==> src/rtl/sysdec_consts.svh <==
// Address map, I/O map and DRAM timing constants for the system address decoder.
// Assumes a 100 MHz system clock; included by its bare name.
`ifndef SYSDEC_CONSTS_SVH
`define SYSDEC_CONSTS_SVH

// ****************************************************************
// Memory map (20-bit byte addresses)
// ****************************************************************
`define MEM_RAM_TOP_BLK 4'ha
`define MEM_RSV_BASE 20'ha_0000
`define MEM_RSV_TOP 20'hb_ffff
`define MEM_EXP_ROM_BASE 20'hc_0000
`define MEM_EXP_ROM_TOP 20'he_ffff
`define MEM_SYS_ROM_BASE 20'hf_4000
`define MEM_SYS_ROM_TOP 20'hf_ffff

// ****************************************************************
// I/O map, printed 10-bit values; only the low nine bits decode
// ****************************************************************
`define IO_DMA_LO 10'h000
`define IO_DMA_HI 10'h00f
`define IO_INTR_LO 10'h020
`define IO_INTR_HI 10'h021
`define IO_TIMER_LO 10'h040
`define IO_TIMER_HI 10'h043
`define IO_PARALLEL_IO_LO 10'h060
`define IO_PARALLEL_IO_HI 10'h063
`define IO_PAGE_LO 10'h080
`define IO_PAGE_HI 10'h083
`define IO_NMI_EN 10'h0a0
`define IO_SER2_LO 10'h2f8
`define IO_SER2_HI 10'h2ff
`define IO_LPT_LO 10'h378
`define IO_LPT_HI 10'h37f
`define IO_SER1_LO 10'h3f8
`define IO_SER1_HI 10'h3ff
`define IO_MONO_LO 10'h3b0
`define IO_MONO_HI 10'h3bf
`define IO_COLOR_LO 10'h3d0
`define IO_COLOR_HI 10'h3df
`define IO_FLOPPY_LO 10'h3f0
`define IO_FLOPPY_HI 10'h3f7

// ****************************************************************
// DRAM timing, least times rounded up to whole cycles
// ****************************************************************
`define CLK_PERIOD_NS 10
`define RAS_TO_CAS_NS 30
`define PRECHARGE_NS 80
`define REFRESH_RAS_NS 120
`define RCD_CYC ((`RAS_TO_CAS_NS + `CLK_PERIOD_NS - 1) / `CLK_PERIOD_NS)
`define PRE_CYC ((`PRECHARGE_NS + `CLK_PERIOD_NS - 1) / `CLK_PERIOD_NS)
`define REF_CYC ((`REFRESH_RAS_NS + `CLK_PERIOD_NS - 1) / `CLK_PERIOD_NS)
`define STRAP_SETTLE 2'h3

`endif

==> src/rtl/sysdec_pkg.sv <==
// Types shared by the system address decoder and its helpers.
// Assumes nothing beyond a SystemVerilog compiler.
package sysdec_pkg;

  // ****************************************************************
  // Bank mixes that the board accepts, bank 0 first
  // ****************************************************************
  typedef enum logic [2:0] {
    CFG_64_64_64_64,
    CFG_256_E_E_E,
    CFG_64_64_256_64,
    CFG_256_256_E_E,
    CFG_256_256_64_E,
    CFG_64_64_256_256,
    CFG_256_256_64_64
  } bank_cfg_t;

  // Bus commands, active high inside the block
  typedef struct packed {
    logic memr;
    logic memw;
    logic ior;
    logic iow;
  } bus_cmd_t;

  typedef struct packed {
    logic dma;
    logic intr_ctrl;
    logic interval_timer;
    logic parallel_io_unit;
    logic dma_page;
    logic nmi_enable;
    logic secondary_serial_port;
    logic printer_port;
    logic primary_serial_port;
  } io_sel_t;

  typedef struct packed {
    logic ram;
    logic exp_rom_window;
    logic sys_rom;
  } mem_sel_t;

  typedef struct packed {
    logic [3:0] ras_n;
    logic cas_n;
    logic we_n;
    logic [8:0] ma;
  } dram_t;

  typedef struct packed {
    logic addr_oe;
    logic data_oe;
    logic data_to_slot;
  } exp_buf_t;

  typedef struct packed {
    logic hit;
    logic [1:0] bank;
    logic deep;
    logic [17:0] offset;
  } bank_hit_t;

endpackage

==> src/rtl/system_address_decoder.sv <==
// System address decoder: memory and I/O selects, DRAM bank control, refresh.
// Assumes bus pins come from another domain; the timer pulses the refresh pin.
//
// Function
// - Banks are nine one-bit parts, 64K or 256K
// - Only listed bank mixes, contiguous, 640 KB max
// - One refresh cycle per timer request
// - Row then column address, each with strobe
// - Memory decodes all twenty address lines
// - I/O decodes nine low lines only
// - Expansion ROM window at C0000, 192 KB
// - 48 KB system ROM ending at FFFFF
// - DMA select at 000 to 00F
// - Interrupt controller select at 020, 021
// - Interval timer select at 040 to 043
// - Parallel I/O unit select 060 to 063
// - DMA page registers at 080 to 083
// - NMI enable register at 0A0
// - Secondary serial port at 2F8 to 2FF
// - Primary serial port at 3F8 to 3FF
// - Printer port at 378 to 37F
// - 3B0 to 3BF left to monochrome card
// - 3D0 to 3DF left to colour card
// - 3F0 to 3F7 left to floppy card
// - Buffered 8-bit expansion bus to slots
`timescale 1ns/1ps
`include "sysdec_consts.svh"
module system_address_decoder (
  input wire logic clk_sys,
  input wire logic reset_n,
  input wire logic [19:0] bus_addr,
  input wire logic memr_n,
  input wire logic memw_n,
  input wire logic ior_n,
  input wire logic iow_n,
  input wire logic [2:0] bank_cfg_strap,
  input wire logic refresh_req,
  output sysdec_pkg::io_sel_t io_sel,
  output sysdec_pkg::mem_sel_t mem_sel,
  output sysdec_pkg::dram_t dram,
  output sysdec_pkg::exp_buf_t exp_buf,
  output logic mem_ready
);

  // ****************************************************************
  // Pin synchronisation
  // ****************************************************************
  typedef enum logic [2:0] {ST_IDLE, ST_ROW, ST_COL, ST_REF, ST_PRE} dram_state_t;

  logic [19:0] addr_s;
  logic [2:0] strap_s;
  sysdec_pkg::bus_cmd_t cmd_s;
  sysdec_pkg::bus_cmd_t cmd_pin;
  logic [1:0] strap_cnt_q;
  sysdec_pkg::bank_cfg_t cfg_q;
  sysdec_pkg::bank_hit_t hit;
  sysdec_pkg::io_sel_t io_sel_d;
  sysdec_pkg::mem_sel_t mem_sel_d;
  sysdec_pkg::exp_buf_t exp_buf_d;
  dram_state_t state_q;
  logic [3:0] cnt_q;
  logic [8:0] col_q;
  logic refresh_done_q;
  logic refresh_pending;
  logic [8:0] refresh_row;
  logic io_cmd;
  logic mem_cmd;
  logic ram_go;

  // Commands inverted before sampling so the reset value means idle
  assign cmd_pin = '{memr: !memr_n, memw: !memw_n, ior: !ior_n, iow: !iow_n};

  // Address and commands share one stage count, so they line up when sampled
  sync_bus #(.W(27)) u_bus_sync (
    .clk_sys(clk_sys),
    .reset_n(reset_n),
    .pin_in({bus_addr, strap_s_pin(bank_cfg_strap), cmd_pin}),
    .sync_out({addr_s, strap_s, cmd_s})
  );

  // ****************************************************************
  // Helper functions
  // ****************************************************************
  // Pass-through so the strap group reads clearly in the concatenation
  function automatic logic [2:0] strap_s_pin(input logic [2:0] s);
    strap_s_pin = s;
  endfunction

  // Compare on the nine decoded lines; A9 and above do not take part
  function automatic logic io_in(input logic [19:0] a, input logic [9:0] lo,
                                 input logic [9:0] hi);
    io_in = (a[8:0] >= lo[8:0]) && (a[8:0] <= hi[8:0]);
  endfunction

  // Size of each bank in 64 KB blocks for a given mix
  function automatic logic [2:0] bank_blocks(input sysdec_pkg::bank_cfg_t c,
                                             input logic [1:0] b);
    logic [11:0] t;
    t = 12'h000;
    case (c)
      sysdec_pkg::CFG_64_64_64_64: t = 12'o1111;
      sysdec_pkg::CFG_256_E_E_E: t = 12'o4000;
      sysdec_pkg::CFG_64_64_256_64: t = 12'o1141;
      sysdec_pkg::CFG_256_256_E_E: t = 12'o4400;
      sysdec_pkg::CFG_256_256_64_E: t = 12'o4410;
      sysdec_pkg::CFG_64_64_256_256: t = 12'o1144;
      sysdec_pkg::CFG_256_256_64_64: t = 12'o4411;
      default: t = 12'o1111;
    endcase
    bank_blocks = t[11 - 3 * b -: 3];
  endfunction

  // Banks stack upward from address zero in bank order
  function automatic sysdec_pkg::bank_hit_t bank_lookup(input logic [19:0] a,
      input sysdec_pkg::bank_cfg_t c);
    sysdec_pkg::bank_hit_t h;
    logic [3:0] base;
    logic [3:0] size;
    logic [3:0] rel;
    h = '0;
    base = 4'h0;
    for (int b = 0; b < 4; b++) begin
      size = {1'b0, bank_blocks(c, 2'(b))};
      rel = a[19:16] - base;
      if (!h.hit && size != 4'h0 && a[19:16] >= base && rel < size) begin
        h.hit = 1'b1;
        h.bank = 2'(b);
        h.deep = size[2];
        h.offset = {rel[1:0], a[15:0]};
      end
      base = base + size;
    end
    if (a[19:16] >= `MEM_RAM_TOP_BLK) begin
      h.hit = 1'b0;
    end
    bank_lookup = h;
  endfunction

  // ****************************************************************
  // Bank mix strap, caught once after reset release
  // ****************************************************************
  // Waits for the synchroniser to fill; the mix cannot change while running
  always_ff @(posedge clk_sys or negedge reset_n) begin
    if (!reset_n) begin
      strap_cnt_q <= 2'h0;
      cfg_q <= sysdec_pkg::CFG_64_64_64_64;
    end else if (strap_cnt_q != `STRAP_SETTLE) begin
      strap_cnt_q <= strap_cnt_q + 2'h1;
      if (strap_cnt_q == `STRAP_SETTLE - 2'h1) begin
        cfg_q <= (strap_s == 3'h7) ? sysdec_pkg::CFG_64_64_64_64
                                   : sysdec_pkg::bank_cfg_t'(strap_s);
      end
    end
  end

  // ****************************************************************
  // Address decode
  // ****************************************************************
  assign io_cmd = cmd_s.ior || cmd_s.iow;
  assign mem_cmd = cmd_s.memr || cmd_s.memw;
  assign hit = bank_lookup(addr_s, cfg_q);

  // I/O selects; display and floppy card ranges have no entry here
  always_comb begin
    io_sel_d = '0;
    if (io_cmd) begin
      if (io_in(addr_s, `IO_DMA_LO, `IO_DMA_HI)) begin
        io_sel_d.dma = 1'b1;
      end else if (io_in(addr_s, `IO_INTR_LO, `IO_INTR_HI)) begin
        io_sel_d.intr_ctrl = 1'b1;
      end else if (io_in(addr_s, `IO_TIMER_LO, `IO_TIMER_HI)) begin
        io_sel_d.interval_timer = 1'b1;
      end else if (io_in(addr_s, `IO_PARALLEL_IO_LO, `IO_PARALLEL_IO_HI)) begin
        io_sel_d.parallel_io_unit = 1'b1;
      end else if (io_in(addr_s, `IO_PAGE_LO, `IO_PAGE_HI)) begin
        io_sel_d.dma_page = 1'b1;
      end else if (io_in(addr_s, `IO_NMI_EN, `IO_NMI_EN)) begin
        io_sel_d.nmi_enable = 1'b1;
      end else if (io_in(addr_s, `IO_SER2_LO, `IO_SER2_HI)) begin
        io_sel_d.secondary_serial_port = 1'b1;
      end else if (io_in(addr_s, `IO_LPT_LO, `IO_LPT_HI)) begin
        io_sel_d.printer_port = 1'b1;
      end else if (io_in(addr_s, `IO_SER1_LO, `IO_SER1_HI)) begin
        io_sel_d.primary_serial_port = 1'b1;
      end
    end
  end

  // Memory selects; ROMs answer reads only, the reserved area answers nothing
  always_comb begin
    mem_sel_d = '0;
    if (mem_cmd && hit.hit) begin
      mem_sel_d.ram = 1'b1;
    end else if (cmd_s.memr && addr_s >= `MEM_SYS_ROM_BASE) begin
      mem_sel_d.sys_rom = 1'b1;
    end else if (cmd_s.memr && addr_s >= `MEM_EXP_ROM_BASE &&
                 addr_s <= `MEM_EXP_ROM_TOP) begin
      mem_sel_d.exp_rom_window = 1'b1;
    end
  end

  // Slot buffers carry any cycle that no on-board select claims
  always_comb begin
    exp_buf_d = '0;
    exp_buf_d.addr_oe = io_cmd || mem_cmd;
    if ((io_cmd || mem_cmd) && io_sel_d == '0 && !mem_sel_d.ram &&
        !mem_sel_d.sys_rom) begin
      exp_buf_d.data_oe = 1'b1;
      exp_buf_d.data_to_slot = cmd_s.iow || cmd_s.memw;
    end
  end

  // Selects leave the block from flip-flops
  always_ff @(posedge clk_sys or negedge reset_n) begin
    if (!reset_n) begin
      io_sel <= '0;
      mem_sel <= '0;
      exp_buf <= '0;
    end else begin
      io_sel <= io_sel_d;
      mem_sel <= mem_sel_d;
      exp_buf <= exp_buf_d;
    end
  end

  // ****************************************************************
  // Refresh pacing
  // ****************************************************************
  refresh_pacer u_refresh (
    .clk_sys(clk_sys),
    .reset_n(reset_n),
    .refresh_req(refresh_req),
    .refresh_done(refresh_done_q),
    .refresh_pending(refresh_pending),
    .refresh_row(refresh_row)
  );

  // ****************************************************************
  // DRAM sequencer
  // ****************************************************************
  assign ram_go = mem_cmd && hit.hit;
  assign mem_ready = (state_q == ST_COL);

  // Refresh takes priority at idle; an access in progress is never cut short
  always_ff @(posedge clk_sys or negedge reset_n) begin
    if (!reset_n) begin
      state_q <= ST_IDLE;
      cnt_q <= 4'h0;
      col_q <= 9'h000;
      refresh_done_q <= 1'b0;
      dram <= '{ras_n: 4'hf, cas_n: 1'b1, we_n: 1'b1, ma: 9'h000};
    end else begin
      refresh_done_q <= 1'b0;
      case (state_q)
        ST_IDLE: begin
          if (refresh_pending) begin
            state_q <= ST_REF;
            cnt_q <= 4'(`REF_CYC - 1);
            dram.ras_n <= 4'h0;
            dram.ma <= refresh_row;
          end else if (ram_go) begin
            state_q <= ST_ROW;
            cnt_q <= 4'(`RCD_CYC - 1);
            dram.ras_n <= ~(4'h1 << hit.bank);
            dram.ma <= hit.deep ? hit.offset[8:0] : {1'b0, hit.offset[7:0]};
            col_q <= hit.deep ? hit.offset[17:9] : {1'b0, hit.offset[15:8]};
          end
        end
        ST_ROW: begin
          if (cnt_q == 4'h0) begin
            state_q <= ST_COL;
            dram.ma <= col_q;
            dram.cas_n <= 1'b0;
            dram.we_n <= !cmd_s.memw;
          end else begin
            cnt_q <= cnt_q - 4'h1;
          end
        end
        ST_COL: begin
          if (!mem_cmd) begin
            state_q <= ST_PRE;
            cnt_q <= 4'(`PRE_CYC - 1);
            dram <= '{ras_n: 4'hf, cas_n: 1'b1, we_n: 1'b1, ma: dram.ma};
          end
        end
        ST_REF: begin
          if (cnt_q == 4'h0) begin
            state_q <= ST_PRE;
            cnt_q <= 4'(`PRE_CYC - 1);
            dram.ras_n <= 4'hf;
            refresh_done_q <= 1'b1;
          end else begin
            cnt_q <= cnt_q - 4'h1;
          end
        end
        ST_PRE: begin
          if (cnt_q == 4'h0) begin
            state_q <= ST_IDLE;
          end else begin
            cnt_q <= cnt_q - 4'h1;
          end
        end
        default: begin
          state_q <= ST_IDLE;
        end
      endcase
    end
  end
endmodule

==> src/rtl/sync_bus.sv <==
// Two-stage synchroniser for a group of pin inputs.
// Assumes the inputs are active high and idle low at reset.
`timescale 1ns/1ps
module sync_bus #(
  parameter int W = 1
) (
  input wire logic clk_sys,
  input wire logic reset_n,
  input wire logic [W-1:0] pin_in,
  output logic [W-1:0] sync_out
);

  logic [W-1:0] meta_q;

  // First stage feeds only the second stage
  always_ff @(posedge clk_sys or negedge reset_n) begin
    if (!reset_n) begin
      meta_q <= '0;
      sync_out <= '0;
    end else begin
      meta_q <= pin_in;
      sync_out <= meta_q;
    end
  end

endmodule

==> src/rtl/refresh_pacer.sv <==
// Turns the periodic timer refresh request into a pending flag and a row counter.
// Assumes the request pin is asynchronous and pulses once per refresh period.
`timescale 1ns/1ps
module refresh_pacer (
  input wire logic clk_sys,
  input wire logic reset_n,
  input wire logic refresh_req,
  input wire logic refresh_done,
  output logic refresh_pending,
  output logic [8:0] refresh_row
);

  logic req_s;
  logic req_seen_q;
  logic req_rise;

  sync_bus #(.W(1)) u_req_sync (
    .clk_sys(clk_sys),
    .reset_n(reset_n),
    .pin_in(refresh_req),
    .sync_out(req_s)
  );

  // Edge detect looks only at the second synchroniser stage
  always_ff @(posedge clk_sys or negedge reset_n) begin
    if (!reset_n) begin
      req_seen_q <= 1'b0;
    end else begin
      req_seen_q <= req_s;
    end
  end
  assign req_rise = req_s && !req_seen_q;

  // New request wins over the done pulse; two requests before service merge
  always_ff @(posedge clk_sys or negedge reset_n) begin
    if (!reset_n) begin
      refresh_pending <= 1'b0;
    end else if (req_rise) begin
      refresh_pending <= 1'b1;
    end else if (refresh_done) begin
      refresh_pending <= 1'b0;
    end
  end

  // Nine row bits cover both 64 K and 256 K parts
  always_ff @(posedge clk_sys or negedge reset_n) begin
    if (!reset_n) begin
      refresh_row <= 9'h000;
    end else if (refresh_done) begin
      refresh_row <= refresh_row + 9'h001;
    end
  end

endmodule

==> config.mk <==
export PLATFORM = sky130hd
export DESIGN_NAME = system_address_decoder
export DESIGN_NICKNAME = d
export VERILOG_FILES = /design/src/rtl/sysdec_pkg.sv /design/src/rtl/system_address_decoder.sv /design/src/rtl/sync_bus.sv /design/src/rtl/refresh_pacer.sv
export VERILOG_INCLUDE_DIRS = /design/src /design/src/rtl
export SDC_FILE = /design/constraint.sdc
export NUM_CORES = 1
export LEC_CHECK = 0
export ABC_AREA = 1
export ABC_CLOCK_PERIOD_IN_PS = 6350
export BUFFER_PORTS_ARGS = -buffer_cell sky130_fd_sc_hd__buf_2
export CAP_MARGIN = 20
export CORE_MARGIN = 2
export CORE_UTILIZATION = 50
export DETAILED_ROUTE_END_ITERATION = 8
export GPL_TIMING_DRIVEN = 0
export PLACE_DENSITY_LB_ADDON = 0.3
export SLEW_MARGIN = 20
export SYNTH_ARGS = -nofsm -noshare
export SYNTH_HDL_FRONTEND = slang
export SYNTH_SLANG_ARGS = --single-unit
export TNS_END_PERCENT = 30
==> constraint.sdc <==
create_clock -name clk_sys -period 6.35 [get_ports clk_sys]
set_clock_uncertainty 0.1 [all_clocks]
set_input_delay 0.3175 -clock clk_sys [delete_from_list [all_inputs] [get_ports clk_sys]]
set_output_delay 0.3175 -clock clk_sys [all_outputs]
set_load 0.01 [all_outputs]
; Word-level counts from Yosys, hierarchy flattened
; Cells that the tools add are included.
[op_classes]
addsub = 8
n_mul = 0
div = 0
order_cmp = 30
eq_ne = 19
shifts = 1
n_mux = 60
bitwise_logic = 3
reduce_logical = 63
[ops]
columns = cell, count
row1 = 2-to-1 mux 22 bit, 4
row2 = case mux 12 bit (6 select lines), 1
row3 = 2-to-1 mux 9 bit, 5
row4 = greater-or-equal comparator 20 bit (second input constant), 2
row5 = 2-to-1 mux 4 bit, 9
row6 = logical AND 1 bit, 28
row7 = greater-or-equal comparator 9 x 8 -> 1 bit (second input constant), 3
row8 = <= comparator 9 x 8 -> 1 bit (second input constant), 3
row9 = case mux 9 bit (3 select lines), 1
row10 = 2-to-1 mux 3 bit, 8
row11 = <= comparator 20 bit (second input constant), 1
row12 = 2-to-1 mux 1 bit, 19
row13 = greater-or-equal comparator 9 x 7 -> 1 bit (second input constant), 2
row14 = greater-or-equal comparator 9 bit (second input constant), 2
row15 = <= comparator 9 x 7 -> 1 bit (second input constant), 2
row16 = <= comparator 9 bit (second input constant), 2
row17 = less-than comparator 4 x 3 -> 1 bit, 4
row18 = case mux 4 bit (4 select lines), 1
row19 = == test 3 bit (second input constant), 5
row20 = 2-to-1 mux 15 bit, 1
row21 = case mux 3 bit (5 select lines), 1
row22 = nonzero test 3 bit, 5
row23 = == test 3 x 2 -> 1 bit (second input constant), 4
row24 = inequality test 2 bit (second input constant), 6
row25 = other kinds (41), 65
[word_totals]
ff_bits = 119
latchBits = 0
ram_bits = 0
romBits = 0
input_bits = 30
out_inout_bits = 31
word_cells = 216
mem_count = 0

; Depth between registers and ports, before layout
[logic_depth]
word_depth = 28
mapped_depth = 23

; Hierarchy
; Synthesis repeated with hierarchy kept, for this count alone.
[hier_totals]
cells_unflattened = 567
area_unflattened_um2 = 5410.2
[modules_own_cells]
columns = module, instances, cells_each, area_each_um2
row1 = system_address_decoder, 1, 458, 3499.6
row2 = sync_bus (u_bus_sync), 1, 54, 1351.3
row3 = refresh_pacer, 1, 53, 509.2
row4 = sync_bus (u_refresh.u_req_sync), 1, 2, 50.0

; Worst setup path after synthesis
; No wires, ideal clock.
[synth_timing]
kind = register to register
start = register cfg_q[2]
end = register col_q[0]
setup_time_ps = 122
arrival_ps = 3274
required_ps = 6128
setup_slack_ps = 2854
stages_incl_launch_ff = 22
synth_period_minus_slack_ps = 3496
cell_sequence = dfrtp_1 > inv_1 > nand2_1 > a21oi_2 > inv_2 > nand2_1 > inv_1 > fa_1 > ha_1 > xnor2_1 > ha_1 > nor2_1 > nor2_1 > nor2_2 > nand2_1 > nor2_1 > nand4_2 > nand2_2 > buf_6 > nand2_2 > o211ai_2 > nand2_1
[synth_between]
elab_chain_len = 24
word_cells_on_any_way = 45
classes_between = add/sub (5) / order compare (7) / eq/ne (6) / mux (7) / reduce/logical (20)
[synth_lines]
columns = item, line_no
row1 = "start, declared", system_address_decoder.sv:55  ; sysdec_pkg::bank_cfg_t cfg_q;
row2 = "start signal, assigned", system_address_decoder.sv:146  ; cfg_q <= sysdec_pkg::CFG_64_64_64_64;
row3 = "start signal, assigned", system_address_decoder.sv:150  ; cfg_q <= (strap_s == 3'h7) ? sysdec_pkg::CFG_64_64_64_64
row4 = "== test 3 bit, or another cell as far along", system_address_decoder.sv:100  ; case (c)
row5 = case mux 12 bit (6 select lines) *, system_address_decoder.sv:100
row6 = branches (longest 18 deep; another with adder 3 x 3 -> 4 bit), -
row7 = 2-to-1 mux 22 bit *, system_address_decoder.sv:125  ; if (!h.hit && size != 4'h0 && a[19:16] >= base && rel < size) begin
row8 = 2-to-1 mux 1 bit, system_address_decoder.sv:133  ; if (a[19:16] >= `MEM_RAM_TOP_BLK) begin
row9 = logical AND 1 bit, system_address_decoder.sv:241  ; assign ram_go = mem_cmd && hit.hit;
row10 = AND reduction 3 bit (no source line), -
row11 = "end signal, assigned", system_address_decoder.sv:266  ; col_q <= hit.deep ? hit.offset[17:9] : {1'b0, hit.offset[15:8]};
row12 = "end, declared", system_address_decoder.sv:62  ; logic [8:0] col_q;
; Every way passes the cells marked *.
; A chain may end at the register's enable or synchronous reset.

; Worst setup path after layout
[layout_timing]
start = register cfg_q[2]
end = register dram[7] (netlist bit)
[layout_between]
elab_chain_len = 25
word_cells_on_any_way = 49
classes_between = add/sub (5) / order compare (7) / eq/ne (7) / mux (10) / reduce/logical (20)
[layout_lines]
columns = item, line_no
row1 = "== test 3 bit, or another cell as far along", system_address_decoder.sv:100
row2 = case mux 12 bit (6 select lines) *, system_address_decoder.sv:100
row3 = branches (longest 18 deep; another with adder 3 x 3 -> 4 bit), -
row4 = 2-to-1 mux 22 bit *, system_address_decoder.sv:125
row5 = 2-to-1 mux 9 bit / 2-to-1 mux 1 bit (equally long branches), "system_address_decoder.sv:265, system_address_decoder.sv:133"
row6 = 2-to-1 mux 9 bit / logical AND 1 bit (equally long branches), "system_address_decoder.sv:261, system_address_decoder.sv:241"
row7 = 2-to-1 mux 9 bit / inequality test 3 x 2 -> 1 bit (equally long branches), -
row8 = case mux 9 bit (3 select lines) / AND reduction 4 bit (equally long branches), -
row9 = "end signal, assigned", system_address_decoder.sv:251  ; dram <= '{ras_n: 4'hf, cas_n: 1'b1, we_n: 1'b1, ma: 9'h000};
row10 = "end signal, assigned", system_address_decoder.sv:283  ; dram <= '{ras_n: 4'hf, cas_n: 1'b1, we_n: 1'b1, ma: dram.ma};
row11 = "end, declared", system_address_decoder.sv:40  ; output sysdec_pkg::dram_t dram,
; Every way passes the cells marked *. The select of a mux whose other input is x is not followed.

==> results.cfg <==
[run_status]
status = finished clean

[worst_setup_path]
worstPathArrival_ps = 4370
cp_common_cell = nand2_1
cp_cell_sequence = inv_1, nand2_1, a21oi_2, inv_2, nand2_1, inv_1, fa_1, ha_1, xnor2_1, ha_1, nor2_1, nor2_1, nor2_2, nand3_1, nand3_4, buf_2, nand3_1, nand2_1, o21ai_0, o21ai_1
crit_path_start_kind = flop
critical_path.top_delay_family = adder cells
slowest_stage = fa_1
required_ps = 6680
cp_max_fo = 10
worstSetupPathType = reg -> reg
timing.critical_path.buf_inv = 4
cp-end-kind = flop
max_stage_delay_ps = 490

[die]
start_util_pct = 51.5
ioPinCount = 61
die_h_um = 107
design.die.area_sq_mm = 0.0115
core_area_sq_mm = 0.0103
fp-row-count = 37
die_w_um = 107

[clock_network]
cts_tree = built
path_clk_slew_ps = 70
cts_made_buffers = 17
clk_path_buf_depth = 2
htree_num_levels = 4
clock-sinks = 119
cts_root_buf = clkbuf_8
clkLatencyLatePin_ps = 520

[synth]
seq_area_frac_synth_pct = 56.1
ys.flop_type = dfrtp_1
synth_area_per_cell_sq_um = 9.47
synth_top_cells_by_area = dfrtp_1 (53%), nand2_1 (8.0%), ha_1 (4.7%)
async_flop_share_pct = 100
synth_edf_count = 0
synth_fp_nets = 614
synth_top_area_cell = dfrtp_1
ys_warn_count = 0
ys_seq_elements = 119
synth_top_area_share_pct = 53.1
synth_area_sq_mm = 0.00532
yosysUniqueCellTypes = 37
synth_cells = 562

[global_routing]
grt_max_degree = 88
grt_pass1_vias = 4145
track_usage_pct = 22.1
grt.overflow.total = 0
antenna_found_initial = 0
grt_first_pass_wirelength_um = 19600

[pwr]
p_switching_mw = 0.891
p_leak_nw = 3.41
clkPwrFrac_pct = 37.0
p_int_mw = 1.66
p_seq_share_pct = 36.3
switching_share_pct = 34.9
comb_power_share_pct = 26.7
power_mw = 2.55
powerDensity_mw_per_mm2 = 380
ir_worst_vdd_v = 0.000248

[sta]
slew_headroom_pct = 62.6
finalCritPeriodShare_pct = 63.6
worstMarginPinSlew_ps = 561
maxSlewViolCount = 0
setup_viol_count_final = 0
max_freq_mhz = 248
tns_ps = 0
rsz0062_at_grt = no
hold_viol = 0
fin_crit_ps = 4040
whs_ps = 154

[detailed_routing]
post_drt_wl_per_cell_um = 14.3
viasPerCell = 5.12
wirelength_um = 11700
detail-route-antenna-nets = 0
via_count = 4199
drtPass1Iterations = 6
wl_met2_um = 5740
top_layer = met4
drt-met1-wl_um = 5290
route.met3.wl_um = 509
drc = 0
drt_iter0_markers = 250

[cells_and_area]
area_growth_pct = 26.1
drive_gt1_share_pct = 19.7
fill_cells = 806
stdcell_area_sq_mm = 0.00671
fin_util_pct = 65.0
nets = 723
antenna_cells = 0

[job]
max_cap_viol_count = 0

[place]
portBuffers = 60
hpwl_um = 7700
gp_congestion = 0.917
placed_area_sq_mm = 0.00583

[worst_hold_path]
hold_path_class = in -> async
==> cell usage after synthesis (2+ instances only) <==
master	n
nor2_2	4
nand2_2	6
nand3b_1	7
o22ai_1	3
nor3_1	7
nand4_2	2
xnor2_1	6
inv_1	61
buf_2	3
o21ai_1	11
nand4_1	7
nor2_1	50
nor2_4	3
and3_1	2
ha_1	20
o21ai_0	28
dfrtp_1	113
nand2_1	113
nand2_4	3
inv_2	5
buf_6	2
nand3_2	2
xor2_1	8
fa_1	2
dfstp_2	6
a21oi_1	28
clkbuf_1	2
nand3_1	47
nor4_1	3
==> stage by stage <==
stage,instances,setup WS [ps]
6_report,820,2310
5_1_grt,820,1870
4_1_cts,820,2340
3_5_place_dp,759,2390
3_3_place_gp,758,2460
2_1_floorplan,562,2850
==> area by class of cell <==
class	instances	area, sq um	share of cell area [%]
Tap cell	136	170	2.54
Timing Repair Buffer	90	624	9.31
Multi-Input combinational cell	370	2040	30.5
Clock buffer	17	414	6.17
Inverter	66	248	3.69
Sequential cell	119	2990	44.5
Buffer	7	45.0	0.672
Clock inverter	15	178	2.65
==> final timing paths <==
| check | from | to | slack [ps] | cells past startpoint |
|---|---|---|---|---|
| setup / recovery | cfg_q[2]$_DFFE_PN0P_ | dram[7]$_DFFE_PN0P_ | 2310 | 20 |
| hold / removal | reset_n | state_q[2]$_DFFE_PN0P_ | 150 | 2 |
| setup reg to reg | cfg_q[2]$_DFFE_PN0P_ | dram[7]$_DFFE_PN0P_ | 2310 | 20 |
| hold reg to reg | u_bus_sync.meta_q[20]$_DFF_PN0_ | u_bus_sync.sync_out[20]$_DFF_PN0_ | 250 | 0 |
| max in group asynchronous | reset_n | io_sel[1]$_DFF_PN0_ | 5310 | 3 |
| min in group clk_sys | u_bus_sync.meta_q[20]$_DFF_PN0_ | u_bus_sync.sync_out[20]$_DFF_PN0_ | 250 | 0 |
==> layer usage <==
layer  up-vias  GRT usage [%]
met3        21           4.74
met1      1978           29.2
met2       135           36.2
li1       2065              -
met5         -              0
met4         0           7.51
==> cell usage in the layout (no fill, tap or decap), types with 4 or more instances in the layout <==
cell type / n
nor2_2: 4
dfrtp_1: 113
nand4_1: 7
inv_2: 5
inv_8: 5
xor2_1: 8
clkbuf_16: 16
nor2_1: 50
dfstp_2: 6
nor3_1: 7
xnor2_1: 6
buf_2: 62
nand2_2: 6
inv_1: 61
nand3_1: 47
o21ai_0: 28
inv_6: 5
o21ai_1: 11
nand3b_1: 7
a21oi_1: 28
nand2_1: 113
ha_1: 20
dlygate4sd3_1: 29
==> timing repair <==
action / CTS / global route
resized for setup: 0 / 0
endpoints found under the hold margin: 132 / 0
buffers inserted: 0 / 0
hold buffers: 29 / 0
==> state kept, by name, indices dropped and copies added, names as in the netlist, 2 cells and up <==
name and count:
mem_sel 3, u_bus_sync.sync_out 27, io_sel 9, exp_buf 3, cnt_q 4, u_refresh.refresh_row 9, u_bus_sync.meta_q 27, state_q 3
dram 15, cfg_q 3, strap_cnt_q 2, col_q 9
==> logic make-up after synthesis <==
kind of cell	count (synthesis)	share of synthesized area (%)
adder cells (fa/ha/maj)	22	5.46
flip-flops	119	56.1
AO/OA/AOI/OAI	76	7.92
XOR/XNOR	14	2.30
AND/OR/NAND/NOR	258	22.7
buffers and inverters	73	5.50
==> power by group through the flow <==
stage	clock network [mW]	logic [mW]	registers, mW
after floorplan	0	0.465	0.944
after global placement	0	0.638	0.932
after detailed placement	0	0.660	0.935
after CTS	0.958	0.679	0.924
after global routing	0.999	0.774	0.935
final	0.945	0.680	0.925
Note: power is estimated with default switching activity, not from simulation.
